===== src/vgs_pkg.sv =====
// vgs_pkg: constants and carrier types for the general/sequencer register bank
// assumes one 25 MHz system clock; i/o ports are 16-bit byte-wide addresses
package vgs_pkg;

  localparam logic [15:0] VGS_PORT_MISC_WR  = 16'h03C2;
  localparam logic [15:0] VGS_PORT_INPUT_STATUS_ZERO_RD  = 16'h03C2;
  localparam logic [15:0] VGS_PORT_MISC_RD  = 16'h03CC;
  localparam logic [15:0] VGS_PORT_GUARD    = 16'h03C3;
  localparam logic [15:0] VGS_PORT_SEQ_IDX  = 16'h03C4;
  localparam logic [15:0] VGS_PORT_SEQ_DATA = 16'h03C5;
  localparam logic [15:0] VGS_PORT_FCR_RD   = 16'h03CA;
  localparam logic [15:0] VGS_BASE_MONO     = 16'h03B0;
  localparam logic [15:0] VGS_BASE_COLOR    = 16'h03D0;
  localparam logic [3:0]  VGS_OFS_STATUS1   = 4'hA;

  localparam logic [3:0] VGS_IDX_RESET = 4'h0;
  localparam logic [3:0] VGS_IDX_CLOCK = 4'h1;
  localparam logic [3:0] VGS_IDX_PLANE = 4'h2;
  localparam logic [3:0] VGS_IDX_FONT  = 4'h3;
  localparam logic [3:0] VGS_IDX_GUARD = 4'hF;

  // register field positions
  localparam int VGS_MISC_BASE_SEL = 0;
  localparam int VGS_MISC_VRAM     = 1;
  localparam int VGS_MISC_CLK_LO   = 2;
  localparam int VGS_MISC_PAGE     = 5;
  localparam int VGS_MISC_HSP      = 6;
  localparam int VGS_MISC_VSP      = 7;
  localparam int VGS_FCR_VSC       = 3;
  localparam int VGS_RST_ASYNC     = 0;
  localparam int VGS_RST_SYNC      = 1;
  localparam int VGS_CLK_CHAR8     = 0;
  localparam int VGS_CLK_HALF_LD   = 2;
  localparam int VGS_CLK_DOT_HALF  = 3;
  localparam int VGS_CLK_QUAD_LD   = 4;
  localparam int VGS_CLK_SCR_OFF   = 5;
  localparam int VGS_FONT_SEL      = 3;

  // writable-bit masks, reserved bits stay zero
  localparam logic [7:0] VGS_MASK_MISC  = 8'hEF;
  localparam logic [7:0] VGS_MASK_FCR   = 8'h08;
  localparam logic [7:0] VGS_MASK_IDX   = 8'h0F;
  localparam logic [7:0] VGS_MASK_RESET = 8'h03;
  localparam logic [7:0] VGS_MASK_CLOCK = 8'h3D;
  localparam logic [7:0] VGS_MASK_PLANE = 8'h0F;
  localparam logic [7:0] VGS_MASK_FONT  = 8'h3F;
  localparam logic [7:0] VGS_MASK_GUARD = 8'hE0;

  localparam logic [7:0] VGS_RST_VAL    = 8'h00;
  localparam logic [2:0] VGS_GUARD_OPEN = 3'h2;
  localparam logic [2:0] VGS_GUARD_SHUT = 3'h5;

  localparam logic [3:0] VGS_DOTS_NINE  = 4'h8;
  localparam logic [3:0] VGS_DOTS_EIGHT = 4'h7;

  typedef enum logic [1:0] {
    VGS_PCLK_25M175,
    VGS_PCLK_28M322,
    VGS_PCLK_EXT
  } vgs_pclk_t;

  typedef struct packed {
    logic [15:0] addr;
    logic        wr;
    logic        rd;
    logic [7:0]  wdata;
  } vgs_io_req_t;

  typedef struct packed {
    logic vsync_raw;
    logic hsync_raw;
    logic vretrace;
    logic hretrace;
    logic vdisp_en;
  } vgs_timing_t;

endpackage


===== src/vgs_font_slot.sv =====
// vgs_font_slot: turns the scattered font map bits into a slot number
// assumes the caller registers the result
`timescale 1ns/10ps
module vgs_font_slot
  import vgs_pkg::*;
(
  input  wire logic [7:0] font_map_i,
  output logic      [2:0] slot_o
);

  logic [2:0] font_slot_a;
  logic [2:0] font_slot_b;

  // lowest-weight bit sits highest in the register
  assign font_slot_a = {font_map_i[3], font_map_i[2], font_map_i[5]};
  assign font_slot_b = {font_map_i[1], font_map_i[0], font_map_i[4]};
  assign slot_o      = font_map_i[VGS_FONT_SEL] ? font_slot_b : font_slot_a;

endmodule // vgs_font_slot


===== src/vgs_char_clk.sv =====
// vgs_char_clk: dot, character and serializer-load enables
// assumes one enable per system clock stands for one selected pixel clock
`timescale 1ns/10ps
module vgs_char_clk
  import vgs_pkg::*;
(
  input  wire logic clk_sys_i,
  input  wire logic rst_n_i,
  input  wire logic sync_halt_i,
  input  wire logic async_halt_i,
  input  wire logic dot_halving_i,
  input  wire logic char_width_select_i,
  input  wire logic half_load_select_i,
  input  wire logic quad_load_select_i,
  output logic      dot_en_o,
  output logic      char_en_o,
  output logic      load_en_o
);

  logic       half_reg;
  logic [3:0] dot_cnt_reg;
  logic [1:0] load_cnt_reg;
  logic [3:0] last_dot;
  logic       dot_tick;
  logic       halted;

  assign last_dot = char_width_select_i ? VGS_DOTS_EIGHT : VGS_DOTS_NINE;
  // sync halt waits for the character boundary, async halt does not wait
  assign halted   = async_halt_i || (sync_halt_i && dot_cnt_reg == 4'h0);
  assign dot_tick = !halted && (!dot_halving_i || half_reg);

  always_ff @(posedge clk_sys_i or negedge rst_n_i)
  begin
    if (!rst_n_i)
      half_reg <= 1'b0;
    else if (halted)
      half_reg <= 1'b0;
    else
      half_reg <= ~half_reg;
  end

  always_ff @(posedge clk_sys_i or negedge rst_n_i)
  begin
    if (!rst_n_i)
      dot_cnt_reg <= 4'h0;
    else if (async_halt_i)
      dot_cnt_reg <= 4'h0;
    else if (dot_tick)
      dot_cnt_reg <= (dot_cnt_reg == last_dot) ? 4'h0 : dot_cnt_reg + 4'h1;
  end

  always_ff @(posedge clk_sys_i or negedge rst_n_i)
  begin
    if (!rst_n_i)
      load_cnt_reg <= 2'h0;
    else if (async_halt_i)
      load_cnt_reg <= 2'h0;
    else if (dot_tick && dot_cnt_reg == last_dot)
      load_cnt_reg <= load_cnt_reg + 2'h1;
  end

  always_ff @(posedge clk_sys_i or negedge rst_n_i)
  begin
    if (!rst_n_i)
    begin
      dot_en_o  <= 1'b0;
      char_en_o <= 1'b0;
      load_en_o <= 1'b0;
    end
    else
    begin
      dot_en_o  <= dot_tick;
      char_en_o <= dot_tick && dot_cnt_reg == last_dot;
      if (quad_load_select_i)
        load_en_o <= dot_tick && dot_cnt_reg == last_dot && load_cnt_reg == 2'h3;
      else if (half_load_select_i)
        load_en_o <= dot_tick && dot_cnt_reg == last_dot && load_cnt_reg[0];
      else
        load_en_o <= dot_tick && dot_cnt_reg == last_dot;
    end
  end

endmodule // vgs_char_clk


===== src/vgs_regs.sv =====
// vgs_regs: general output, feature control, input status and sequencer registers
// assumes i/o requests are single-cycle strobes synchronous to clk_sys_i
// How it works
// - general output written at 3C2h, read back at 3CCh
// - status one and feature write ports sit at 3BAh when base select is 0, 3DAh when 1
// - bit 7 inverts vertical sync, bit 6 inverts horizontal sync
// - bit 5 picks the lower or upper 64K memory page
// - clock field picks 25.175MHz, 28.322MHz or the external clock
// - processor video memory access allowed only while bit 1 is set
// - status zero bit 7 shows a pending vertical retrace interrupt
// - status zero bit 4 shows colour (1) or monochrome (0) monitor
// - status one bit 3 is high during vertical retrace
// - status one bit 0 is high during any retrace
// - status one bits 5:4 return a selected pair of pixel outputs
// - feature control written at base port, read at 3CAh; bit 3 ORs display enable
// - index at 3C4h bits 3:0 steers data accesses at 3C5h
// - reset bits low halt the sequencer synchronously or asynchronously
// - screen-off bit blanks video while syncs keep running
// - serializer loads every fourth, every other, or every character
// - dot halving bit divides the dot clock by two
// - character clock is nine dots, or eight when bit 0 is set
// - plane write enable bits gate processor writes per plane
// - font map A bits 5,3,2 choose the 8K slot when bit 3 is 0
// - font map B bits 4,1,0 choose the slot when bit 3 is 1
// - guard field 010 unlocks, 101 locks, other values keep state
// - extended register writes ignored while locked; host unlocks first
`timescale 1ns/10ps
module vgs_regs
  import vgs_pkg::*;
(
  input  wire logic        clk_sys_i,
  input  wire logic        rst_n_i,
  input  wire vgs_io_req_t io_req_i,
  output logic      [7:0]  io_rdata_o,
  output logic             io_rvalid_o,
  input  wire vgs_timing_t timing_i,
  input  wire logic        retrace_irq_pending_i,
  input  wire logic        monitor_color_detect_i,
  input  wire logic [7:0]  pixel_outputs_i,
  input  wire logic [1:0]  plane_pair_sel_i,
  input  wire logic        cpu_mem_req_i,
  input  wire logic [3:0]  cpu_plane_wr_i,
  input  wire logic        ext_wr_req_i,
  output logic             vsync_o,
  output logic             hsync_o,
  output logic             blank_o,
  output logic             page_select_hi_o,
  output vgs_pclk_t        pclk_sel_o,
  output logic             cpu_mem_grant_o,
  output logic      [3:0]  plane_wr_o,
  output logic      [2:0]  font_slot_o,
  output logic             ext_unlocked_o,
  output logic             ext_wr_en_o,
  output logic             seq_running_o,
  output logic             dot_en_o,
  output logic             char_en_o,
  output logic             load_en_o
);

  logic [7:0]  general_output_reg;
  logic [7:0]  feature_ctrl_reg;
  logic [7:0]  sequencer_index;
  logic [7:0]  sequencer_reset_ctrl;
  logic [7:0]  sequencer_clocking_ctrl;
  logic [7:0]  plane_write_enable;
  logic [7:0]  font_map_select;
  logic [7:0]  extended_write_guard;
  logic        unlocked_reg;
  logic [15:0] idx_base;
  logic        hit_status1;
  logic        wr_seq_data;
  logic        wr_guard;
  logic [2:0]  ext_unlock_field;
  logic [7:0]  input_status_zero;
  logic [7:0]  input_status_one;
  logic [7:0]  rdata_next;
  logic        vsync_mix;
  logic [2:0]  font_slot;
  logic        sync_halt;
  logic        async_halt;

  assign idx_base    = general_output_reg[VGS_MISC_BASE_SEL] ? VGS_BASE_COLOR
                                                             : VGS_BASE_MONO;
  assign hit_status1 = io_req_i.addr == (idx_base | {12'h000, VGS_OFS_STATUS1});
  assign wr_seq_data = io_req_i.wr && io_req_i.addr == VGS_PORT_SEQ_DATA;
  assign wr_guard    = io_req_i.wr && (io_req_i.addr == VGS_PORT_GUARD ||
                       (wr_seq_data && sequencer_index[3:0] == VGS_IDX_GUARD));
  assign ext_unlock_field = io_req_i.wdata[7:5];

  // ---------------- general output / feature control
  always_ff @(posedge clk_sys_i or negedge rst_n_i)
  begin
    if (!rst_n_i)
      general_output_reg <= VGS_RST_VAL;
    else if (io_req_i.wr && io_req_i.addr == VGS_PORT_MISC_WR)
      general_output_reg <= io_req_i.wdata & VGS_MASK_MISC;
  end

  always_ff @(posedge clk_sys_i or negedge rst_n_i)
  begin
    if (!rst_n_i)
      feature_ctrl_reg <= VGS_RST_VAL;
    else if (io_req_i.wr && hit_status1)
      feature_ctrl_reg <= io_req_i.wdata & VGS_MASK_FCR;
  end

  // ---------------- sequencer index and data
  always_ff @(posedge clk_sys_i or negedge rst_n_i)
  begin
    if (!rst_n_i)
      sequencer_index <= VGS_RST_VAL;
    else if (io_req_i.wr && io_req_i.addr == VGS_PORT_SEQ_IDX)
      sequencer_index <= io_req_i.wdata & VGS_MASK_IDX;
  end

  always_ff @(posedge clk_sys_i or negedge rst_n_i)
  begin
    if (!rst_n_i)
    begin
      sequencer_reset_ctrl    <= VGS_RST_VAL;
      sequencer_clocking_ctrl <= VGS_RST_VAL;
      plane_write_enable      <= VGS_RST_VAL;
      font_map_select         <= VGS_RST_VAL;
    end
    else if (wr_seq_data)
    begin
      case (sequencer_index[3:0])
        VGS_IDX_RESET: sequencer_reset_ctrl    <= io_req_i.wdata & VGS_MASK_RESET;
        VGS_IDX_CLOCK: sequencer_clocking_ctrl <= io_req_i.wdata & VGS_MASK_CLOCK;
        VGS_IDX_PLANE: plane_write_enable      <= io_req_i.wdata & VGS_MASK_PLANE;
        VGS_IDX_FONT:  font_map_select         <= io_req_i.wdata & VGS_MASK_FONT;
        default:       ;
      endcase
    end
  end

  // ---------------- extended register guard
  always_ff @(posedge clk_sys_i or negedge rst_n_i)
  begin
    if (!rst_n_i)
      extended_write_guard <= VGS_RST_VAL;
    else if (wr_guard)
      extended_write_guard <= io_req_i.wdata & VGS_MASK_GUARD;
  end

  // locked from power-on; only the two codes change state
  always_ff @(posedge clk_sys_i or negedge rst_n_i)
  begin
    if (!rst_n_i)
      unlocked_reg <= 1'b0;
    else if (wr_guard && ext_unlock_field == VGS_GUARD_OPEN)
      unlocked_reg <= 1'b1;
    else if (wr_guard && ext_unlock_field == VGS_GUARD_SHUT)
      unlocked_reg <= 1'b0;
  end

  // ---------------- read path
  assign input_status_zero = {retrace_irq_pending_i, 2'b00,
                              monitor_color_detect_i, 4'h0};
  assign input_status_one  = {2'b00,
                              pixel_outputs_i[{plane_pair_sel_i, 1'b1}],
                              pixel_outputs_i[{plane_pair_sel_i, 1'b0}],
                              timing_i.vretrace, 2'b00,
                              timing_i.vretrace || timing_i.hretrace};

  always_comb
  begin
    rdata_next = 8'h00;
    if (io_req_i.addr == VGS_PORT_MISC_RD)
      rdata_next = general_output_reg;
    else if (io_req_i.addr == VGS_PORT_INPUT_STATUS_ZERO_RD)
      rdata_next = input_status_zero;
    else if (io_req_i.addr == VGS_PORT_FCR_RD)
      rdata_next = feature_ctrl_reg;
    else if (hit_status1)
      rdata_next = input_status_one;
    else if (io_req_i.addr == VGS_PORT_GUARD)
      rdata_next = extended_write_guard;
    else if (io_req_i.addr == VGS_PORT_SEQ_IDX)
      rdata_next = sequencer_index;
    else if (io_req_i.addr == VGS_PORT_SEQ_DATA)
    begin
      case (sequencer_index[3:0])
        VGS_IDX_RESET: rdata_next = sequencer_reset_ctrl;
        VGS_IDX_CLOCK: rdata_next = sequencer_clocking_ctrl;
        VGS_IDX_PLANE: rdata_next = plane_write_enable;
        VGS_IDX_FONT:  rdata_next = font_map_select;
        VGS_IDX_GUARD: rdata_next = extended_write_guard;
        default:       rdata_next = 8'h00;
      endcase
    end
  end

  always_ff @(posedge clk_sys_i or negedge rst_n_i)
  begin
    if (!rst_n_i)
    begin
      io_rdata_o  <= 8'h00;
      io_rvalid_o <= 1'b0;
    end
    else
    begin
      io_rvalid_o <= io_req_i.rd;
      io_rdata_o  <= io_req_i.rd ? rdata_next : 8'h00;
    end
  end

  // ---------------- sync, blank and memory gating
  assign vsync_mix = feature_ctrl_reg[VGS_FCR_VSC] ? (timing_i.vsync_raw || timing_i.vdisp_en)
                                                   : timing_i.vsync_raw;

  always_ff @(posedge clk_sys_i or negedge rst_n_i)
  begin
    if (!rst_n_i)
    begin
      vsync_o <= 1'b0;
      hsync_o <= 1'b0;
      blank_o <= 1'b1;
    end
    else
    begin
      vsync_o <= vsync_mix ^ general_output_reg[VGS_MISC_VSP];
      hsync_o <= timing_i.hsync_raw ^ general_output_reg[VGS_MISC_HSP];
      // syncs above ignore screen-off on purpose
      blank_o <= sequencer_clocking_ctrl[VGS_CLK_SCR_OFF] ||
                 timing_i.vretrace || timing_i.hretrace;
    end
  end

  always_ff @(posedge clk_sys_i or negedge rst_n_i)
  begin
    if (!rst_n_i)
    begin
      page_select_hi_o <= 1'b0;
      pclk_sel_o       <= VGS_PCLK_25M175;
      cpu_mem_grant_o  <= 1'b0;
      plane_wr_o       <= 4'h0;
    end
    else
    begin
      page_select_hi_o <= general_output_reg[VGS_MISC_PAGE];
      case (general_output_reg[VGS_MISC_CLK_LO +: 2])
        2'h0:    pclk_sel_o <= VGS_PCLK_25M175;
        2'h1:    pclk_sel_o <= VGS_PCLK_28M322;
        default: pclk_sel_o <= VGS_PCLK_EXT;
      endcase
      cpu_mem_grant_o <= cpu_mem_req_i && general_output_reg[VGS_MISC_VRAM];
      plane_wr_o      <= general_output_reg[VGS_MISC_VRAM] ?
                         (cpu_plane_wr_i & plane_write_enable[3:0]) : 4'h0;
    end
  end

  // ---------------- extended write gate and sequencer state
  always_ff @(posedge clk_sys_i or negedge rst_n_i)
  begin
    if (!rst_n_i)
    begin
      ext_unlocked_o <= 1'b0;
      ext_wr_en_o    <= 1'b0;
      font_slot_o    <= 3'h0;
      seq_running_o  <= 1'b0;
    end
    else
    begin
      ext_unlocked_o <= unlocked_reg;
      ext_wr_en_o    <= ext_wr_req_i && unlocked_reg;
      font_slot_o    <= font_slot;
      seq_running_o  <= !sync_halt && !async_halt;
    end
  end

  assign sync_halt  = !sequencer_reset_ctrl[VGS_RST_SYNC];
  assign async_halt = !sequencer_reset_ctrl[VGS_RST_ASYNC];

  vgs_font_slot u_font_slot
  (
    .font_map_i (font_map_select),
    .slot_o     (font_slot)
  );

  vgs_char_clk u_char_clk
  (
    .clk_sys_i           (clk_sys_i),
    .rst_n_i             (rst_n_i),
    .sync_halt_i         (sync_halt),
    .async_halt_i        (async_halt),
    .dot_halving_i       (sequencer_clocking_ctrl[VGS_CLK_DOT_HALF]),
    .char_width_select_i (sequencer_clocking_ctrl[VGS_CLK_CHAR8]),
    .half_load_select_i  (sequencer_clocking_ctrl[VGS_CLK_HALF_LD]),
    .quad_load_select_i  (sequencer_clocking_ctrl[VGS_CLK_QUAD_LD]),
    .dot_en_o            (dot_en_o),
    .char_en_o           (char_en_o),
    .load_en_o           (load_en_o)
  );

  // ---------------- checks
  a_misc_readback: assert property (@(posedge clk_sys_i) disable iff (!rst_n_i)
    io_req_i.wr && io_req_i.addr == VGS_PORT_MISC_WR ##1
    !(io_req_i.wr && io_req_i.addr == VGS_PORT_MISC_WR) ##1
    io_req_i.rd && io_req_i.addr == VGS_PORT_MISC_RD && !io_req_i.wr
    |=> io_rvalid_o && io_rdata_o == ($past(io_req_i.wdata, 3) & VGS_MASK_MISC))
    else $error("general output readback mismatch");

  a_guard_unlock: assert property (@(posedge clk_sys_i) disable iff (!rst_n_i)
    wr_guard && ext_unlock_field == VGS_GUARD_OPEN |=> ##1 ext_unlocked_o)
    else $error("guard did not unlock");

  a_locked_no_write: assert property (@(posedge clk_sys_i) disable iff (!rst_n_i)
    !unlocked_reg |=> !ext_wr_en_o)
    else $error("extended write passed while locked");

  a_guard_hold: assert property (@(posedge clk_sys_i) disable iff (!rst_n_i)
    wr_guard && ext_unlock_field != VGS_GUARD_OPEN && ext_unlock_field != VGS_GUARD_SHUT
    |=> $stable(unlocked_reg))
    else $error("guard changed on neutral code");

  a_vram_gate: assert property (@(posedge clk_sys_i) disable iff (!rst_n_i)
    cpu_mem_grant_o |-> $past(general_output_reg[VGS_MISC_VRAM]) && $past(cpu_mem_req_i))
    else $error("video memory granted while disabled");

  a_plane_gate: assert property (@(posedge clk_sys_i) disable iff (!rst_n_i)
    (plane_wr_o & ~$past(plane_write_enable[3:0])) == 4'h0)
    else $error("write to disabled plane");

  a_vsync_pol: assert property (@(posedge clk_sys_i) disable iff (!rst_n_i)
    1'b1 |=> vsync_o == ($past(general_output_reg[VGS_MISC_VSP]) ^
                         $past(timing_i.vsync_raw ||
                               (feature_ctrl_reg[VGS_FCR_VSC] && timing_i.vdisp_en))))
    else $error("vertical sync polarity wrong");

  a_screen_off: assert property (@(posedge clk_sys_i) disable iff (!rst_n_i)
    sequencer_clocking_ctrl[VGS_CLK_SCR_OFF] |=> blank_o)
    else $error("screen not blanked");

  a_async_halt: assert property (@(posedge clk_sys_i) disable iff (!rst_n_i)
    async_halt [*2] |=> !dot_en_o && !char_en_o && !load_en_o)
    else $error("sequencer running under halt");

  a_status_one: assert property (@(posedge clk_sys_i) disable iff (!rst_n_i)
    io_req_i.rd && hit_status1 && !io_req_i.wr
    |=> io_rdata_o[0] == $past(timing_i.vretrace || timing_i.hretrace)
        && io_rdata_o[3] == $past(timing_i.vretrace))
    else $error("status one retrace bits wrong");

endmodule // vgs_regs


===== config.mk =====
export PLATFORM = sky130hd
export DESIGN_NAME = vgs_regs
export DESIGN_NICKNAME = d
export VERILOG_FILES = /design/src/vgs_pkg.sv /design/src/vgs_font_slot.sv /design/src/vgs_char_clk.sv /design/src/vgs_regs.sv
export SDC_FILE = /design/constraint.sdc
export NUM_CORES = 1
export LEC_CHECK = 0
export BUFFER_PORTS_ARGS = -buffer_cell sky130_fd_sc_hd__buf_2
export CORE_AREA = 2 2 112 114
export CTS_BUF_LIST = sky130_fd_sc_hd__clkbuf_8
export DETAILED_ROUTE_END_ITERATION = 8
export DIE_AREA = 0 0 114 116
export GPL_ROUTABILITY_DRIVEN = 0
export SETUP_SLACK_MARGIN = 0.5
export SKIP_CTS_REPAIR_TIMING = 1
export SYNTH_ARGS = -nofsm -noshare
export SYNTH_HDL_FRONTEND = slang
export SYNTH_SLANG_ARGS = --single-unit

===== constraint.sdc =====
create_clock -name clk_sys_i -period 3.3 [get_ports clk_sys_i]
set_clock_uncertainty 0.1 [all_clocks]
set_input_delay 0.33 -clock clk_sys_i [delete_from_list [all_inputs] [get_ports clk_sys_i]]
set_output_delay 0.33 -clock clk_sys_i [all_outputs]
set_load 0.02 [all_outputs]

; After elaboration in Yosys (flattened, before gate mapping)
; Cells that the tools add are included.
[op_classes]
reduce_logical = 35
add_sub_neg = 2
order_cmp = 2
n_mux = 29
bitwise = 4
eq_ne = 18
[ops]
columns = operator, n
row1 = equality test 16 x 10 -> 1 bit (second input constant), 6
row2 = two-way mux 8 bit, 8
row3 = one-hot mux 8 bit (5 select lines), 1
row4 = two-way mux 4 bit, 5
row5 = equality test 16 x 10 -> 1 bit, 1
row6 = logical AND 1 bit, 16
row7 = equality test 4 x 2 -> 1 bit (second input constant), 2
row8 = zero test 4 bit, 2
row9 = < comparator 3 x 4 -> 1 bit (second input constant), 2
row10 = two-way mux 1 bit, 8
row11 = AND reduction 2 bit, 4
row12 = logical OR 1 bit, 7
row13 = two-way mux 7 bit, 1
row14 = adder 4 x 1 -> 4 bit (second input constant), 1
row15 = AND 4 bit, 1
row16 = binary-select mux 1 bit (select 2 bit), 2
row17 = equality test 4 x 1 -> 1 bit (second input constant), 1
row18 = equality test 4 bit, 1
row19 = equality test 4 bit (second input constant), 1
row20 = zero test 1 bit, 4
row21 = two-way mux 2 bit, 2
row22 = inequality test 2 x 1 -> 1 bit (second input constant), 2
row23 = one-hot mux 2 bit (2 select lines), 1
row24 = equality test 3 x 2 -> 1 bit (second input constant), 1
row25 = 9 further kinds, 10
[word_totals]
elab_cells = 118
inputBits = 51
ff_bits = 69
out_inout_bits = 29

; Longest topological paths before layout
[logic_depth]
depth_word = 10
depth_mapped = 8
mapped_depth_nobuf = 7

; By module
; Synthesis repeated with hierarchy kept, for this count alone.
[unflattened]
hier_cells = 259
area_unflattened_um2 = 3280.6
[by_module_without_submodules]
columns = module, area_per_inst_um2, instances, cells_per_inst
row1 = vgs_regs, 2716.4, 1, 207
row2 = vgs_char_clk, 534.3, 1, 49
row3 = vgs_font_slot, 30.0, 1, 3

; Worst setup path before layout
; Ideal clock, no wire load.
[synth_timing]
path_type = in2reg
start = in io_req_i[13] (netlist bit)
end = reg unlocked_reg
required_time_ps = 3131
stages = 7
n_path_buf = 2
path_slack_ps = 1268
arrival_time_ps = 1863
cell_sequence = clkbuf_1 nor2b_1 nand4_2 or3b_1 clkbuf_2 or4b_1 nand3_1
[synth_between]
elab_chain_len = 7
elab_cells_between_ends = 10
[synth_lines]
columns = item, line
row1 = start: declaration, vgs_regs.sv:33  ; input wire vgs_io_req_t io_req_i,
row2 = equality test 16 x 10 -> 1 bit, vgs_regs.sv:85  ; assign wr_seq_data = io_req_i.wr && io_req_i.addr == VGS_PORT_SEQ_DATA;
row3 = logical AND 1 bit, vgs_regs.sv:85
row4 = logical AND 1 bit, vgs_regs.sv:87  ; (wr_seq_data && sequencer_index[3:0] == VGS_IDX_GUARD));
row5 = logical OR 1 bit *, vgs_regs.sv:86  ; assign wr_guard = io_req_i.wr && (io_req_i.addr == VGS_PORT_GUARD ||
row6 = logical AND 1 bit *, vgs_regs.sv:86
row7 = "logical AND 1 bit, on equally long branches", "vgs_regs.sv:151, vgs_regs.sv:153"
row8 = two-way mux 1 bit / nonzero test 2 bit (equally long branches), -
row9 = end signal: assignment, vgs_regs.sv:150  ; unlocked_reg <= 1'b0;
row10 = end signal: assignment, vgs_regs.sv:152  ; unlocked_reg <= 1'b1;
row11 = end signal: assignment, vgs_regs.sv:154  ; unlocked_reg <= 1'b0;
row12 = end: declaration, vgs_regs.sv:68  ; logic unlocked_reg;
; Every way passes the cells marked *; elsewhere a longest branch is shown, timed or not.
; A chain may end at the register's enable or synchronous reset.

; Worst setup path after layout
[layout_timing]
start = reg sequencer_index[1]
end = reg unlocked_reg
[layout_between]
elab_chain_len = 6
elab_cells_between_ends = 8
[layout_lines]
columns = item, line
row1 = start: declaration, vgs_regs.sv:62  ; logic [7:0] sequencer_index;
row2 = start signal: assignment, vgs_regs.sv:113  ; sequencer_index <= io_req_i.wdata & VGS_MASK_IDX;
row3 = equality test 4 bit *, vgs_regs.sv:87
row4 = logical AND 1 bit *, vgs_regs.sv:87
row5 = logical OR 1 bit *, vgs_regs.sv:86
row6 = logical AND 1 bit *, vgs_regs.sv:86
row7 = "logical AND 1 bit, on equally long branches", "vgs_regs.sv:151, vgs_regs.sv:153"
row8 = two-way mux 1 bit / nonzero test 2 bit (equally long branches), -
; Marks and branches as above.

==> impl_metrics.env <==
export IMPL_status="complete, no violations"
export IMPL_synth_flop_cell="dfrtp_1"
export IMPL_min_period_over_period_pct=68.4
export IMPL_vias=2400
export IMPL_fill_cells=1213
export IMPL_area_growth_pct=25.1
export IMPL_diodes=0
export IMPL_routed_wl_um=7810
export IMPL_avgViaCountPerCell=4.84
export IMPL_io_buffers=79
export IMPL_hold_class="input port to flip-flop"
export IMPL_tns_ns=0
export IMPL_final_max_slew_violation_count=0
export IMPL_drcViolationCount=0
export IMPL_max_freq_mhz=443
export IMPL_antenna_left=0
export IMPL_syn_avg_cell_area_um2=12.3
export IMPL_maxCapViolCount=0
export IMPL_nets=398
export IMPL_cts_buffers_inserted=9
export IMPL_slew_limit_headroom_pct=67.2
export IMPL_ys_types=50
export IMPL_path_max_fanout=15
export IMPL_clk_pin_slew_ns=0.08
export IMPL_min_to="io_rvalid_o$_DFF_PN0_"
export IMPL_synth_area_mm2=0.00318
export IMPL_total_power_w=0.00172
export IMPL_grt_pass1_vias=2441
export IMPL_critical_path_arrival_ns=2.45
export IMPL_critPathRequiredTime_ns=3.49
export IMPL_reg2reg_slack_ns=1.04
export IMPL_grt_overflow_total=0
export IMPL_ir_drop_mv=0.162
export IMPL_syn_inst=259
export IMPL_yosysSeqAreaShare_pct=54.3
export IMPL_p_leak_nw=1.94
export IMPL_layout_commonest_cell="buf_2"
export IMPL_reg2reg_depth=5
export IMPL_die_h_um=116
export IMPL_crit_path_start_kind="flip-flop"
export IMPL_cts_root_buf="clkbuf_8"
export IMPL_reg2reg_from="sequencer_index[1]$_DFFE_PN0P_"
export IMPL_setup_viol=0
export IMPL_clk_latency_ns=0.36
export IMPL_worst_setup_path_end_kind="flip-flop"
export IMPL_min_path_cells=1
export IMPL_drive_above_1_share_pct=41.5
export IMPL_instances_no_fill=496
export IMPL_die_x_um=114
export IMPL_ys_warnings_count=0
export IMPL_grt_setup_unrepaired="false"
export IMPL_min_from="io_req_i[8]"
export IMPL_start_util_pct=26.7
export IMPL_track_usage_pct=12.6
export IMPL_pin_count=80
export IMPL_syn_nets=313
export IMPL_final_cell_mix="buf_2 (79), dfrtp_1 (68), mux2_2 (38)"
export IMPL_whs_ns=0.0406
export IMPL_finalHoldViolCount=0
export IMPL_dp_cells=479
export IMPL_wl_per_cell_um=15.8
export IMPL_critPathKind="flip-flop to flip-flop"
export IMPL_drt_iter0_drc=108
export IMPL_ctsLongestPathBuffers=2
export IMPL_coreArea_mm2=0.0119
export IMPL_power_density_mw_per_mm2=432
export IMPL_postSynth_asyncResetShare_pct=100
export IMPL_grt_max_degree=34
export IMPL_fin_crit_ns=2.26
export IMPL_synth_edf_count=0
export IMPL_grt_pass1_wl_um=12700
export IMPL_rows=40
export IMPL_tightest_slew_ns=0.492
export IMPL_dr_pass1_iters=4
export IMPL_ys_seq_elements=69
export IMPL_antenna_found_initial=0
export IMPL_place_hpwl_um=5910
export IMPL_htreeDepth=3
export IMPL_largest_reg_flops=8
export IMPL_final_util_pct=33.4
export IMPL_die_area_mm2=0.0132
export IMPL_reg2reg_to="unlocked_reg$_DFFE_PN0P_"
export IMPL_tritoncts="done"
export IMPL_clock_sinks=69
## layout make-up
| type | instances | area, um^2 | share of cell area, % |
|---|---|---|---|
| multi-input cells | 174 | 1390 | 35.0 |
| clock inverters | 7 | 100 | 2.52 |
| inverters | 8 | 30.0 | 0.755 |
| repair buffers | 82 | 420 | 10.6 |
| well taps | 147 | 184 | 4.62 |
| flip-flops and latches | 69 | 1730 | 43.4 |
| clock buffers | 9 | 124 | 3.11 |
## cells by family after synthesis
family	after synthesis	share of synthesized area, %
multiplexers	44	16.5
flip-flops	69	54.3
AO/OA/AOI/OAI	29	6.49
adder cells (fa/ha/maj)	3	1.18
AND/OR/NAND/NOR	92	17.9
buffers and inverters	16	1.93
XOR/XNOR	6	1.65
## power by group
part | switching, W | internal, W
sequential | 0.000000693 | 0.000848
combinational | 0.0000583 | 0.0000393
clock | 0.000341 | 0.000430
total | 0.000400 | 0.00132
## stage by stage
step           setup WS [ns]  cell area, um^2
3_5_place_dp           0.928             3740
5_1_grt                0.901             3980
3_3_place_gp           0.999             3740
4_1_cts                 1.07             3970
2_1_floorplan           1.27             3180
6_report                1.04             3980
## worst max path at each step
stage | from | slack [ns] | depth (start not counted) | to
2_1_floorplan | io_req_i[13] | 1.27 | 7 | unlocked_reg$_DFFE_PN0P_
3_3_place_gp | io_req_i[23] | 1.0 | 6 | font_map_select[5]$_DFFE_PN0P_
3_5_place_dp | io_req_i[23] | 0.93 | 6 | font_map_select[2]$_DFFE_PN0P_
4_1_cts | sequencer_index[1]$_DFFE_PN0P_ | 1.07 | 5 | unlocked_reg$_DFFE_PN0P_
5_1_grt | sequencer_index[1]$_DFFE_PN0P_ | 0.90 | 5 | unlocked_reg$_DFFE_PN0P_
6_report | sequencer_index[1]$_DFFE_PN0P_ | 1.04 | 5 | unlocked_reg$_DFFE_PN0P_
## layer usage
metal	up-vias	wire length (um)	share of wire, %	GRT usage (%)
met1	1188	3390	43	15.8
met3	20	498	6.4	3.56
met2	75	3700	47	19.9
li1	1117	-	-	-
met4	0	215	2.8	6.83
met5	-	0	0	0
## critical path: stages, from the launching register on
cell	delay, ns
dfrtp_1	0.64
nand4_1	0.15
o21a_1	0.22
or3b_1	0.49
or4b_1	0.50
nand3_1	0.10
## cell usage after synthesis (2+ instances only)
cell,instances,area (um^2)
nand4_1,4,25.0
nand2b_1,6,37.5
nor3_1,5,25.0
a22oi_1,5,37.5
nand3b_1,2,15.0
and3_1,5,31.3
nor2b_1,6,37.5
mux2_2,38,428
or3_1,3,18.8
or4b_1,2,20.0
xnor2_1,4,35.0
nand3_1,6,30.0
mux2i_1,3,30.0
nor4_1,4,25.0
xor2_1,2,17.5
clkbuf_1,7,26.3
and4bb_2,3,37.5
inv_1,8,30.0
a22o_1,2,17.5
nor2_1,13,48.8
ha_1,3,37.5
dfrtp_1,68,1700
a21oi_1,9,45.0
o21a_1,2,15.0
nand2_1,14,52.6
nor3b_1,2,15.0
mux4_2,3,67.6
a221oi_1,3,26.3
and2_1,6,37.5
Power figures use the tool's default switching activity.
